File: config.mk
export PLATFORM = sky130hd
export DESIGN_NAME = dirt_tracker
export DESIGN_NICKNAME = d
export VERILOG_FILES = /design/src/core/dirt_pkg.sv /design/src/core/dirt_tracker.sv
export SDC_FILE = /design/constraint.sdc
export NUM_CORES = 1
export LEC_CHECK = 0
export BUFFER_PORTS_ARGS = -buffer_cell sky130_fd_sc_hd__buf_2
export CORE_UTILIZATION = 44
export CTS_CLUSTER_DIAMETER = 40
export DETAILED_ROUTE_END_ITERATION = 12
export PLACE_DENSITY = 0.77
export SLEW_MARGIN = 10
export SYNTH_ARGS = -nofsm -noshare
export SYNTH_HDL_FRONTEND = slang
export SYNTH_SLANG_ARGS = --single-unit
File: constraint.sdc
create_clock -name clock -period 9.75 [get_ports clock]
set_input_delay 0.4875 -clock clock [delete_from_list [all_inputs] [get_ports clock]]
set_output_delay 0.4875 -clock clock [all_outputs]
set_load 0.005 [all_outputs]
File: src/core/dirt_pkg.sv
// package for the dependency and idiom rename tracker
// assumes one core clock and a synchronous active-high reset
// How it works
// RULE_01: partial flag writers depend on prior flags
// RULE_02: add and subtract write all flags
// RULE_03: newest variant zeroing idioms break dependency
// RULE_04: low-power variants clear listed idiom dependency
// RULE_05: deep variant recognises xor, sub, pxor
// RULE_06: deep variant floating xor keeps dependency
// RULE_07: unpipelined unit refuses the following cycle
// RULE_08: deep variant microcode adds four setup ops
// RULE_09: constant and register shifts equal latency
// RULE_10: rotate by one matches shift latency
// RULE_11: sign extension fills high dividend register
// RULE_12: address adds four operands plus segment
// RULE_13: segment registers renamed one level only
// RULE_14: zeroing idiom marks sources ready immediately
package dirt_pkg;

  ////////////////////////////////////////////////////////////////////////////
  // core variants
  typedef enum logic [1:0]
  {
    DIRT_VAR_NEWEST = 2'h0,  // wide out-of-order core
    DIRT_VAR_LOWPWR = 2'h1,  // low-power dual and single core
    DIRT_VAR_DEEP = 2'h2,    // older deep-pipeline core
    DIRT_VAR_MOBILE = 2'h3   // mobile core
  } dirt_variant_t;

  // operation classes seen by rename
  typedef enum logic [3:0]
  {
    DIRT_OP_OTHER = 4'h0,
    DIRT_OP_ADD = 4'h1,    // add or subtract, full flag writer
    DIRT_OP_INCDEC = 4'h2, // partial flag writer
    DIRT_OP_XOR = 4'h3,    // integer exclusive-or
    DIRT_OP_SUB = 4'h4,    // integer subtract
    DIRT_OP_XORPS = 4'h5,  // packed single exclusive-or
    DIRT_OP_XORPD = 4'h6,  // packed double exclusive-or
    DIRT_OP_PXOR = 4'h7,   // packed integer exclusive-or
    DIRT_OP_SUBP = 4'h8,   // packed floating subtract
    DIRT_OP_PSUB = 4'h9,   // packed integer subtract, any width
    DIRT_OP_SHIFT = 4'hA,  // shift, constant or register count
    DIRT_OP_ROT1 = 4'hB,   // rotate by one
    DIRT_OP_ROTN = 4'hC,   // rotate by immediate or register
    DIRT_OP_SEXT = 4'hD,   // accumulator sign extension
    DIRT_OP_SEGWR = 4'hE   // segment register write
  } dirt_op_t;

  ////////////////////////////////////////////////////////////////////////////
  localparam int DIRT_TAG_W = 6;                  // producer tag width
  localparam int DIRT_DATA_W = 32;                // integer data width
  localparam logic [2:0] DIRT_UCODE_LIMIT = 3'h4; // ops before microcode
  localparam logic [3:0] DIRT_UCODE_SETUP = 4'h4; // setup ops added
  localparam logic [3:0] DIRT_LAT_SHIFT = 4'h1;   // shift latency
  localparam logic [3:0] DIRT_LAT_ROTN = 4'h4;    // long rotate latency
  localparam logic [3:0] DIRT_LAT_ALU = 4'h1;     // other ops
  localparam logic [DIRT_TAG_W-1:0] DIRT_TAG_RST = 6'h00;

  // one renamed operation from decode
  typedef struct packed
  {
    dirt_op_t op;
    logic same_reg;                 // both sources name the destination
    logic writes_flags;
    logic [2:0] n_ops;              // decoded operation count, 7 = more
    logic [DIRT_TAG_W-1:0] tag;     // tag of this op
    logic [DIRT_TAG_W-1:0] src_tag; // producer of the source register
    logic src_ready;
  } dirt_req_t;

  // answer to reservation station
  typedef struct packed
  {
    logic idiom;                     // dependency broken
    logic srcs_ready;
    logic flag_dep;                  // waits on flag producer
    logic [DIRT_TAG_W-1:0] flag_tag;
    logic [DIRT_TAG_W-1:0] src_tag;
    logic [3:0] n_ops;               // total ops incl. microcode setup
    logic from_ucode;
    logic [3:0] latency;
  } dirt_rsp_t;

  // address operands
  typedef struct packed
  {
    logic [DIRT_DATA_W-1:0] reloc;
    logic [DIRT_DATA_W-1:0] imm;
    logic [DIRT_DATA_W-1:0] base;
    logic [DIRT_DATA_W-1:0] index;
    logic [1:0] scale;               // index shifted by 0..3
    logic [DIRT_DATA_W-1:0] seg_base;
    logic segmented;
  } dirt_agu_t;

endpackage : dirt_pkg

File: src/core/dirt_tracker.sv
// rename bookkeeping: flag dependency, zeroing idioms, dispatch spacing,
// microcode overhead, latency class, dividend and address composition
// assumes decode presents one op per cycle with req_valid; back-pressure through seg_stall, and through np_ready for np_valid
module dirt_tracker
(
  input wire logic clock,
  input wire logic rst,
  input wire dirt_pkg::dirt_variant_t variant,
  input wire logic req_valid,
  input wire dirt_pkg::dirt_req_t req,
  input wire logic seg_done,
  input wire logic np_valid,
  input wire logic sext_wide,
  input wire logic [dirt_pkg::DIRT_DATA_W-1:0] acc,
  input wire dirt_pkg::dirt_agu_t agu,
  output logic rsp_valid,
  output dirt_pkg::dirt_rsp_t rsp,
  output logic seg_stall,
  output logic np_ready,
  output logic [dirt_pkg::DIRT_DATA_W-1:0] hi_ff,
  output logic [dirt_pkg::DIRT_DATA_W-1:0] addr_ff
);
  import dirt_pkg::*;

  ////////////////////////////////////////////////////////////////////////////
  // idiom table per variant, used for the response and for ready
  function automatic logic is_idiom(dirt_variant_t v, dirt_op_t o);
    logic r;
    r = 1'b0;
    case (v)
      // RULE_03: full idiom set
      DIRT_VAR_NEWEST:
      begin
        r = (o == DIRT_OP_XOR) || (o == DIRT_OP_SUB) || (o == DIRT_OP_XORPS) ||
            (o == DIRT_OP_XORPD) || (o == DIRT_OP_PXOR) || (o == DIRT_OP_SUBP) ||
            (o == DIRT_OP_PSUB);
      end
      // RULE_04: low-power subset
      DIRT_VAR_LOWPWR:
      begin
        r = (o == DIRT_OP_XOR) || (o == DIRT_OP_SUB) || (o == DIRT_OP_XORPS) ||
            (o == DIRT_OP_PXOR);
      end
      // RULE_05: deep subset
      // RULE_06: floating xor deliberately absent
      DIRT_VAR_DEEP:
      begin
        r = (o == DIRT_OP_XOR) || (o == DIRT_OP_SUB) || (o == DIRT_OP_PXOR);
      end
      // mobile: no idiom support is described, stay conservative
      DIRT_VAR_MOBILE:
      begin
        r = 1'b0;
      end
      default:
      begin
        r = 1'b0;
      end
    endcase
    return r;
  endfunction : is_idiom

  ////////////////////////////////////////////////////////////////////////////
  // flag producer tracking
  logic flag_pend_ff;                 // a flag producer is known
  logic nxt_flag_pend;
  logic [DIRT_TAG_W-1:0] flag_tag_ff; // newest flag producer
  logic [DIRT_TAG_W-1:0] nxt_flag_tag;
  logic take;                         // op accepted this cycle

  // segment rename level busy
  logic seg_busy_ff;
  logic nxt_seg_busy;

  // a second segment write must wait for the first to finish
  always_comb
  begin
    // RULE_13: one level of segment rename
    seg_stall = req_valid && (req.op == DIRT_OP_SEGWR) && seg_busy_ff;
    take = req_valid && !seg_stall;
  end

  always_comb
  begin
    nxt_flag_pend = flag_pend_ff;
    nxt_flag_tag = flag_tag_ff;
    nxt_seg_busy = seg_busy_ff;
    if (seg_done)
    begin
      nxt_seg_busy = 1'b0;
    end
    // set wins over the completion pulse
    if (take && (req.op == DIRT_OP_SEGWR))
    begin
      nxt_seg_busy = 1'b1;
    end
    if (take && req.writes_flags)
    begin
      nxt_flag_pend = 1'b1;
      nxt_flag_tag = req.tag;
    end
  end

  // state registers
  always_ff @(posedge clock)
  begin
    if (rst)
    begin
      flag_pend_ff <= 1'b0;
      flag_tag_ff <= DIRT_TAG_RST;
      seg_busy_ff <= 1'b0;
    end
    else
    begin
      flag_pend_ff <= nxt_flag_pend;
      flag_tag_ff <= nxt_flag_tag;
      seg_busy_ff <= nxt_seg_busy;
    end
  end

  ////////////////////////////////////////////////////////////////////////////
  // response computation
  dirt_rsp_t nxt_rsp;
  logic nxt_rsp_valid;

  always_comb
  begin
    nxt_rsp = '0;
    nxt_rsp_valid = take;
    nxt_rsp.idiom = req.same_reg && is_idiom(variant, req.op);
    nxt_rsp.src_tag = req.src_tag;
    // RULE_14: idiom sources ready at once
    nxt_rsp.srcs_ready = nxt_rsp.idiom || req.src_ready;
    // RULE_01: partial writer merges old flags
    // RULE_02: add and subtract need no flags
    nxt_rsp.flag_dep = (req.op == DIRT_OP_INCDEC) && flag_pend_ff;
    nxt_rsp.flag_tag = nxt_rsp.flag_dep ? flag_tag_ff : DIRT_TAG_RST;
    nxt_rsp.n_ops = {1'b0, req.n_ops};
    // RULE_08: microcode setup overhead
    if ((variant == DIRT_VAR_DEEP) && (req.n_ops > DIRT_UCODE_LIMIT))
    begin
      nxt_rsp.from_ucode = 1'b1;
      nxt_rsp.n_ops = {1'b0, req.n_ops} + DIRT_UCODE_SETUP;
    end
    case (req.op)
      // RULE_09: one shift latency for both counts
      DIRT_OP_SHIFT:
      begin
        nxt_rsp.latency = DIRT_LAT_SHIFT;
      end
      // RULE_10: rotate by one like a shift
      DIRT_OP_ROT1:
      begin
        nxt_rsp.latency = DIRT_LAT_SHIFT;
      end
      // longer rotates cost more
      DIRT_OP_ROTN:
      begin
        nxt_rsp.latency = DIRT_LAT_ROTN;
      end
      default:
      begin
        nxt_rsp.latency = DIRT_LAT_ALU;
      end
    endcase
  end

  // response registers
  always_ff @(posedge clock)
  begin
    if (rst)
    begin
      rsp_valid <= 1'b0;
      rsp <= '0;
    end
    else
    begin
      rsp_valid <= nxt_rsp_valid;
      rsp <= nxt_rsp;
    end
  end

  ////////////////////////////////////////////////////////////////////////////
  // non-pipelined unit: accepts at most every other cycle
  logic np_busy_ff;
  logic nxt_np_busy;

  always_comb
  begin
    // RULE_07: refuse the cycle after accept
    np_ready = !np_busy_ff;
    nxt_np_busy = np_valid && np_ready;
  end

  always_ff @(posedge clock)
  begin
    if (rst)
    begin
      np_busy_ff <= 1'b0;
    end
    else
    begin
      np_busy_ff <= nxt_np_busy;
    end
  end

  ////////////////////////////////////////////////////////////////////////////
  // dividend high half and address generation
  logic [DIRT_DATA_W-1:0] nxt_hi;
  logic [DIRT_DATA_W-1:0] nxt_addr;

  always_comb
  begin
    // RULE_11: replicate accumulator sign
    if (sext_wide)
    begin
      nxt_hi = {DIRT_DATA_W{acc[DIRT_DATA_W-1]}};
    end
    else
    begin
      // narrow form fills the low 16 bits with acc[15] and clears the upper 16 bits
      nxt_hi = {16'h0000, {16{acc[15]}}};
    end
    // RULE_12: four operands plus optional segment
    nxt_addr = agu.reloc + agu.imm + agu.base + (agu.index << agu.scale) +
               (agu.segmented ? agu.seg_base : {DIRT_DATA_W{1'b0}});
  end

  always_ff @(posedge clock)
  begin
    if (rst)
    begin
      hi_ff <= '0;
      addr_ff <= '0;
    end
    else
    begin
      hi_ff <= nxt_hi;
      addr_ff <= nxt_addr;
    end
  end

endmodule : dirt_tracker

* After elaboration in Yosys (flattened, before gate mapping)
Cells that the tools add are included.
** Storage, ports and cells
- Bits in registers :: 83
- Input port bits :: 225
- Output and inout port bits :: 91
- Logic and storage cells :: 72
** Cells by class
- Add/subtract/negate cells :: 5
- Order comparisons :: 1
- Equality and inequality tests :: 13
- Shifts and indexed selects :: 1
- Mux-type cells :: 7
- Bitwise logic cells :: 3
- Reductions and logical operators :: 25
** Operator list (number)
- $add A32 B32 Y32 :: 4
- $mux W32 :: 1
- $shl A32 B2 Y32 :: 1
- $eq A4 B3 Y1 const B :: 4
- $eq A4 B4 Y1 const B :: 4
- $mux W16 :: 1
- $logic_and A1 B1 Y1 :: 9
- $logic_or A1 B1 Y1 :: 9
- $eq A4 B2 Y1 const B :: 2
- $reduce_or A2 Y1 :: 3
- $add A3 B3 Y4 const B :: 1
- $eq A2 B2 Y1 const B :: 2
- $mux W4 :: 1
- $pmux W1 S4 :: 1
- $gt A3 B3 Y1 const B :: 1
- $mux W3 :: 1
- $not A1 Y1 :: 3
- $eq A2 B1 Y1 const B :: 1
- $logic_not A1 Y1 :: 2
- $logic_not A2 Y1 :: 1
- $mux W1 :: 2
- $reduce_bool A2 Y1 :: 1

* Logic depth before layout (Yosys ltp)
- Depth after elaboration :: 10
- Depth in mapped cells :: 17
- Depth with buffers taken out :: 15

* Worst setup path after synthesis
Ideal clock, no wire load.
- Path type :: input to register
- Start point :: input port agu[33] in the netlist's numbering
- End point :: register addr_ff[31] in the netlist's numbering
- Setup time :: 87 ps
- Arrival time :: 4593 ps
- Required time :: 9663 ps
- Path slack :: 5070 ps
- Cell stages on the path :: 17
- Path buffers :: 2
- Cell sequence :: clkbuf_1 -> clkbuf_1 -> mux2i_1 -> or2_2 -> fa_1 -> fa_1 -> inv_1 -> ha_1 -> inv_1 -> fa_1 -> and2b_1 -> o2111a_2 -> o2111ai_2 -> a211o_1 -> a2111oi_4 -> o211ai_1 -> o31ai_1
** Between the ends
- Word-level cells in the longest chain between the ends :: 3
** Ends and longest elaborated chain
- from (decl) :: line dirt_tracker.sv:15 : input wire dirt_pkg::dirt_agu_t agu,
- $shl A32 B2 Y32 :: line dirt_tracker.sv:225 : nxt_addr = agu.reloc + agu.imm + agu.base + (agu.index << agu.scale) +
- $add A32 B32 Y32 (2 in series) :: line dirt_tracker.sv:225
- to (signal assigned) :: line dirt_tracker.sv:239 : addr_ff <= nxt_addr;
- to (decl) :: line dirt_tracker.sv:21 : output logic [dirt_pkg::DIRT_DATA_W-1:0] addr_ff
No other way between the ends.
A chain may end at the register's enable or synchronous reset.

* Worst setup path in the final report
Same ends and word-level chain as after synthesis.

==> flow_summary_export.csv <==
group,metric,value,unit
cts,post_cts_resize_count,0,
setup_path,path_depth,16,
cts,ctsRootBufferMaster,"clkbuf_16",
global_route,gr-total-overflow,0,
synthesis,cell_area_after_synthesis,7600,sq um
synthesis,synth_warnings,0,
placement,hpwl,15100,um
floorplan,dieArea,17800,sq um
cts,clk_pin_slew,0.06,ns
sta,timing.final.hold_violations,0,
power_and_ir_drop,power_switching_share,43.8,%
synthesis,mean_instance_size_in_the_synthesized_netlist,8.79,sq um
setup_path,worst-endpoint-required,9.99,ns
worst_hold_path,hold_path.class,"input port to flop",
sta,grt_setup_unrepaired,"no",
floorplan,die-height,133,um
synthesis,synth_edf_count,0,
cts,clock_tree_from_tritoncts,"yes",
placement,placed_cells_incl_taps,1310,
detailed_routing,totalWireLength,17500,um
sta,period_share,50.0,%
floorplan,initial_core_util,45.5,%
finish,num-nets-final,1452,
synthesis,netlist_top_cells_area,"fa_1 (24%), dfxtp_1 (17%), inv_1 (13%)",
placement,routabilityCongestion,0.842,
setup_path,reg2reg_depth,4,
synthesis,synthesis.instances,864,
power_and_ir_drop,pwr-share-comb,65.4,%
setup_path,setup.worst_path.class,"input port to flop",
floorplan,floorplan.io_pins,316,
power_and_ir_drop,power.ir.vdd_worst,0.136,mV
synthesis,yosysUniqueCellTypes,67,
power_and_ir_drop,power_density,223,nW/um^2
finish,register_area,1320,sq um
detailed_routing,route.antenna.remaining_nets,0,
cts,cts.path.max_buffers,2,
cts,cts-buffers-inserted,9,
global_route,pin_count_of_the_biggest_net_entering_global_routing,60,
sta,post-route-worst-setup-slack,4.87,ns
cts,insertion_delay,0.32,ns
global_route,groute.usage.overall,20.2,%
global_route,wire_length_of_the_first_global_routing_pass,28700,um
finish,multiInputGateArea,4920,sq um
sta,timing.slew.headroom,35.5,%
setup_path,path_common_cell,"fa_1",
setup_path,path_buf_inv,3,
sta,setup-violations-final,0,
detailed_routing,route.vias.total,6286,
placement,preCtsSetupSlack,4.51,ns
finish,area_delta_synth_final,21.7,%
detailed_routing,drt_drc_violations_left,0,
finish,antenna_cells_inserted,0,
synthesis,synth.top_cell.area_share,24.2,%
detailed_routing,tritonroute_pass_1_iters,4,
flow_run,drv.max_cap_violation_count,0,
setup_path,worst_path_largest_cell_delay,0.72,ns
setup_path,worstPathArrival,5.11,ns
cts,cts-hold-fix-buffers,0,
sta,tns,0,ns
placement,port_buffers,283,
synthesis,synth_largest_area_cell,"fa_1",
synthesis,synth_sequential_area_ratio,17.4,%
synthesis,synth_async_sr_flop_share,0,%
finish,fraction_of_final_layout_cells_with_drive_strength_greater_than_1,31.0,%
sta,worst_clock_skew,0.00457,ns
power_and_ir_drop,cell_internal_pwr,1.16,mW
setup_path,critical-path-slowest-cell,"buf_2",
cts,cts.repair_timing.setup_buffer_count,0,
sta,timing_max_transition_violations_final,0,
synthesis,flip_flop_cell_with_the_highest_count_after_synthesis,"dfxtp_1",
finish,fillers,1521,
floorplan,die_x,133,um
sta,period_needed,4.88,ns
power_and_ir_drop,report.power.total,2.07,mW
setup_path,cp_cell_sequence,"buf_2, mux2i_1, or2_2, fa_1, fa_1, inv_1, ha_1, inv_1, fa_1, and2b_1, o2111a_2, o2111ai_2, a211o_1, a2111oi_4, o211ai_1, o31ai_1",
detailed_routing,post_drt_via_cell_ratio,4.74,
floorplan,coreArea,16700,sq um
power_and_ir_drop,p_clk_share,17.7,%
setup_path,cp_max_fo,34,
setup_path,cp-start-kind,"input port",
sta,max_freq,205,MHz
floorplan,row_count,47,
sta,worst_pin_slew,0.968,ns
detailed_routing,drt-initial-drc-count,269,
worst_hold_path,hold-path-cell-count,2,
setup_path,cp-end-kind,"flop",
synthesis,yosys_register_bits,66,
cts,cts.htree.levels,3,
power_and_ir_drop,p_switching,904,uW
power_and_ir_drop,seqPwrFrac,16.9,%
global_route,via_count_of_the_first_global_routing_pass,6118,
outcome,outcome,"completed",
power_and_ir_drop,leakage,5.25,nW
detailed_routing,avgRoutedWirePerCell,13.2,um
cts,cts.sinks,66,
finish,final-instance-count-excl-fill,1326,
global_route,antenna_found_initial,0,
setup_path,cp_top_family,"adder cells",
logic make-up (layout without fill, tap and decap cells):
| family | count (synthesis) | after routing | synth area share (%) |
|---|---|---|---|
| AND/OR/NAND/NOR | 176 | 176 | 11.3 |
| multiplexers | 41 | 41 | 10.2 |
| flip-flops | 66 | 66 | 17.4 |
| other | 1 | 2 | 0.0494 |
| buffers and inverters | 316 | 557 | 17.9 |
| XOR/XNOR | 27 | 27 | 3.11 |
| AO/OA/AOI/OAI | 111 | 111 | 10.2 |
| adder cells (fa/ha/maj) | 126 | 126 | 29.8 |
power by group through the flow:
stage | clock [mW] | sequential, mW | combinational (mW)
finish | 0.366 | 0.348 | 1.35
global route | 0.390 | 0.353 | 1.53
CTS | 0.374 | 0.349 | 1.35
detailed placement | 0 | 0.355 | 1.34
global placement | 0 | 0.353 | 1.32
floorplan | 0 | 0.363 | 1.02
sequential cells by signal (all words and copies together), names as in the netlist:
| name | count |
|---|---|
| flag_pend_ff | 1 |
| rsp_valid | 1 |
| flag_tag_ff | 6 |
| np_busy_ff | 1 |
| seg_busy_ff | 1 |
| rsp | 22 |
| addr_ff | 32 |
| hi_ff | 2 |
Yosys cell counts, drive strengths merged (2+ instances only):
cell type / n
mux2i: 9
and2b: 2
fa: 92
xor2: 6
a31o: 2
clkbuf: 19
nor2: 45
inv: 257
nor2b: 15
nand3b: 2
and3: 10
nand4: 4
xnor2: 21
a211oi: 6
a21bo: 2
nor3: 10
o21ai: 19
a311oi: 2
mux2: 4
nand2: 51
mux4: 28
a31oi: 4
ha: 34
dfxtp: 66
nand2b: 3
a221oi: 3
and2: 14
nor3b: 4
o21bai: 2
a21o: 12
a21oi: 32
o21a: 8
nand3: 10
o2111ai: 3
a211o: 4
o31ai: 5
buf: 39
through the flow:
step	util (%)	hold slack, ns	cell area [sq um]
final	55.4	0.377	9250
after global routing	55.4	0.371	9250
after CTS	55.4	0.366	9250
after detailed placement	53.3	0.442	8900
after global placement	53.3	0.433	8900
after floorplan	-	0.430	7600
routing by layer:
metal  wire (um)  share of wire (%)  track usage (%)  vias up
met1        7830                 45             26.3     2934
met2        8320                 48             34.5      224
li1            -                  -                -     3114
met3        1130                6.4             3.69       14
met4         223                1.3             4.80        0
met5           0                  0                0        -
placed cells by master, fill, tap and decap left out, types with 14 or more instances in the layout:
| master | instances |
|---|---|
| a21oi_1 | 31 |
| and2_1 | 14 |
| buf_2 | 283 |
| dfxtp_1 | 66 |
| fa_1 | 92 |
| ha_1 | 34 |
| inv_1 | 257 |
| mux4_2 | 27 |
| nand2_1 | 50 |
| nor2_1 | 45 |
| nor2b_1 | 15 |
| o21ai_0 | 19 |
| xnor2_1 | 21 |
worst paths after layout:
kind               endpoint  slack, ns           start
min                 rsp[11]       0.38          req[3]
max reg2reg  flag_tag_ff[4]       8.53     seg_busy_ff
min reg2reg         rsp[15]       0.45  flag_tag_ff[0]
max             addr_ff[31]       4.87         agu[33]
final cells by class:
class / instances / area share (%)
Multi-Input combinational cell: 483 / 53.2
Timing Repair Buffer: 284 / 15.4
Sequential cell: 66 / 14.3
Inverter: 257 / 10.4
Tap cell: 220 / 2.98
Clock buffer: 10 / 2.48
Clock inverter: 6 / 1.24
(Power assumes the default switching activity.)
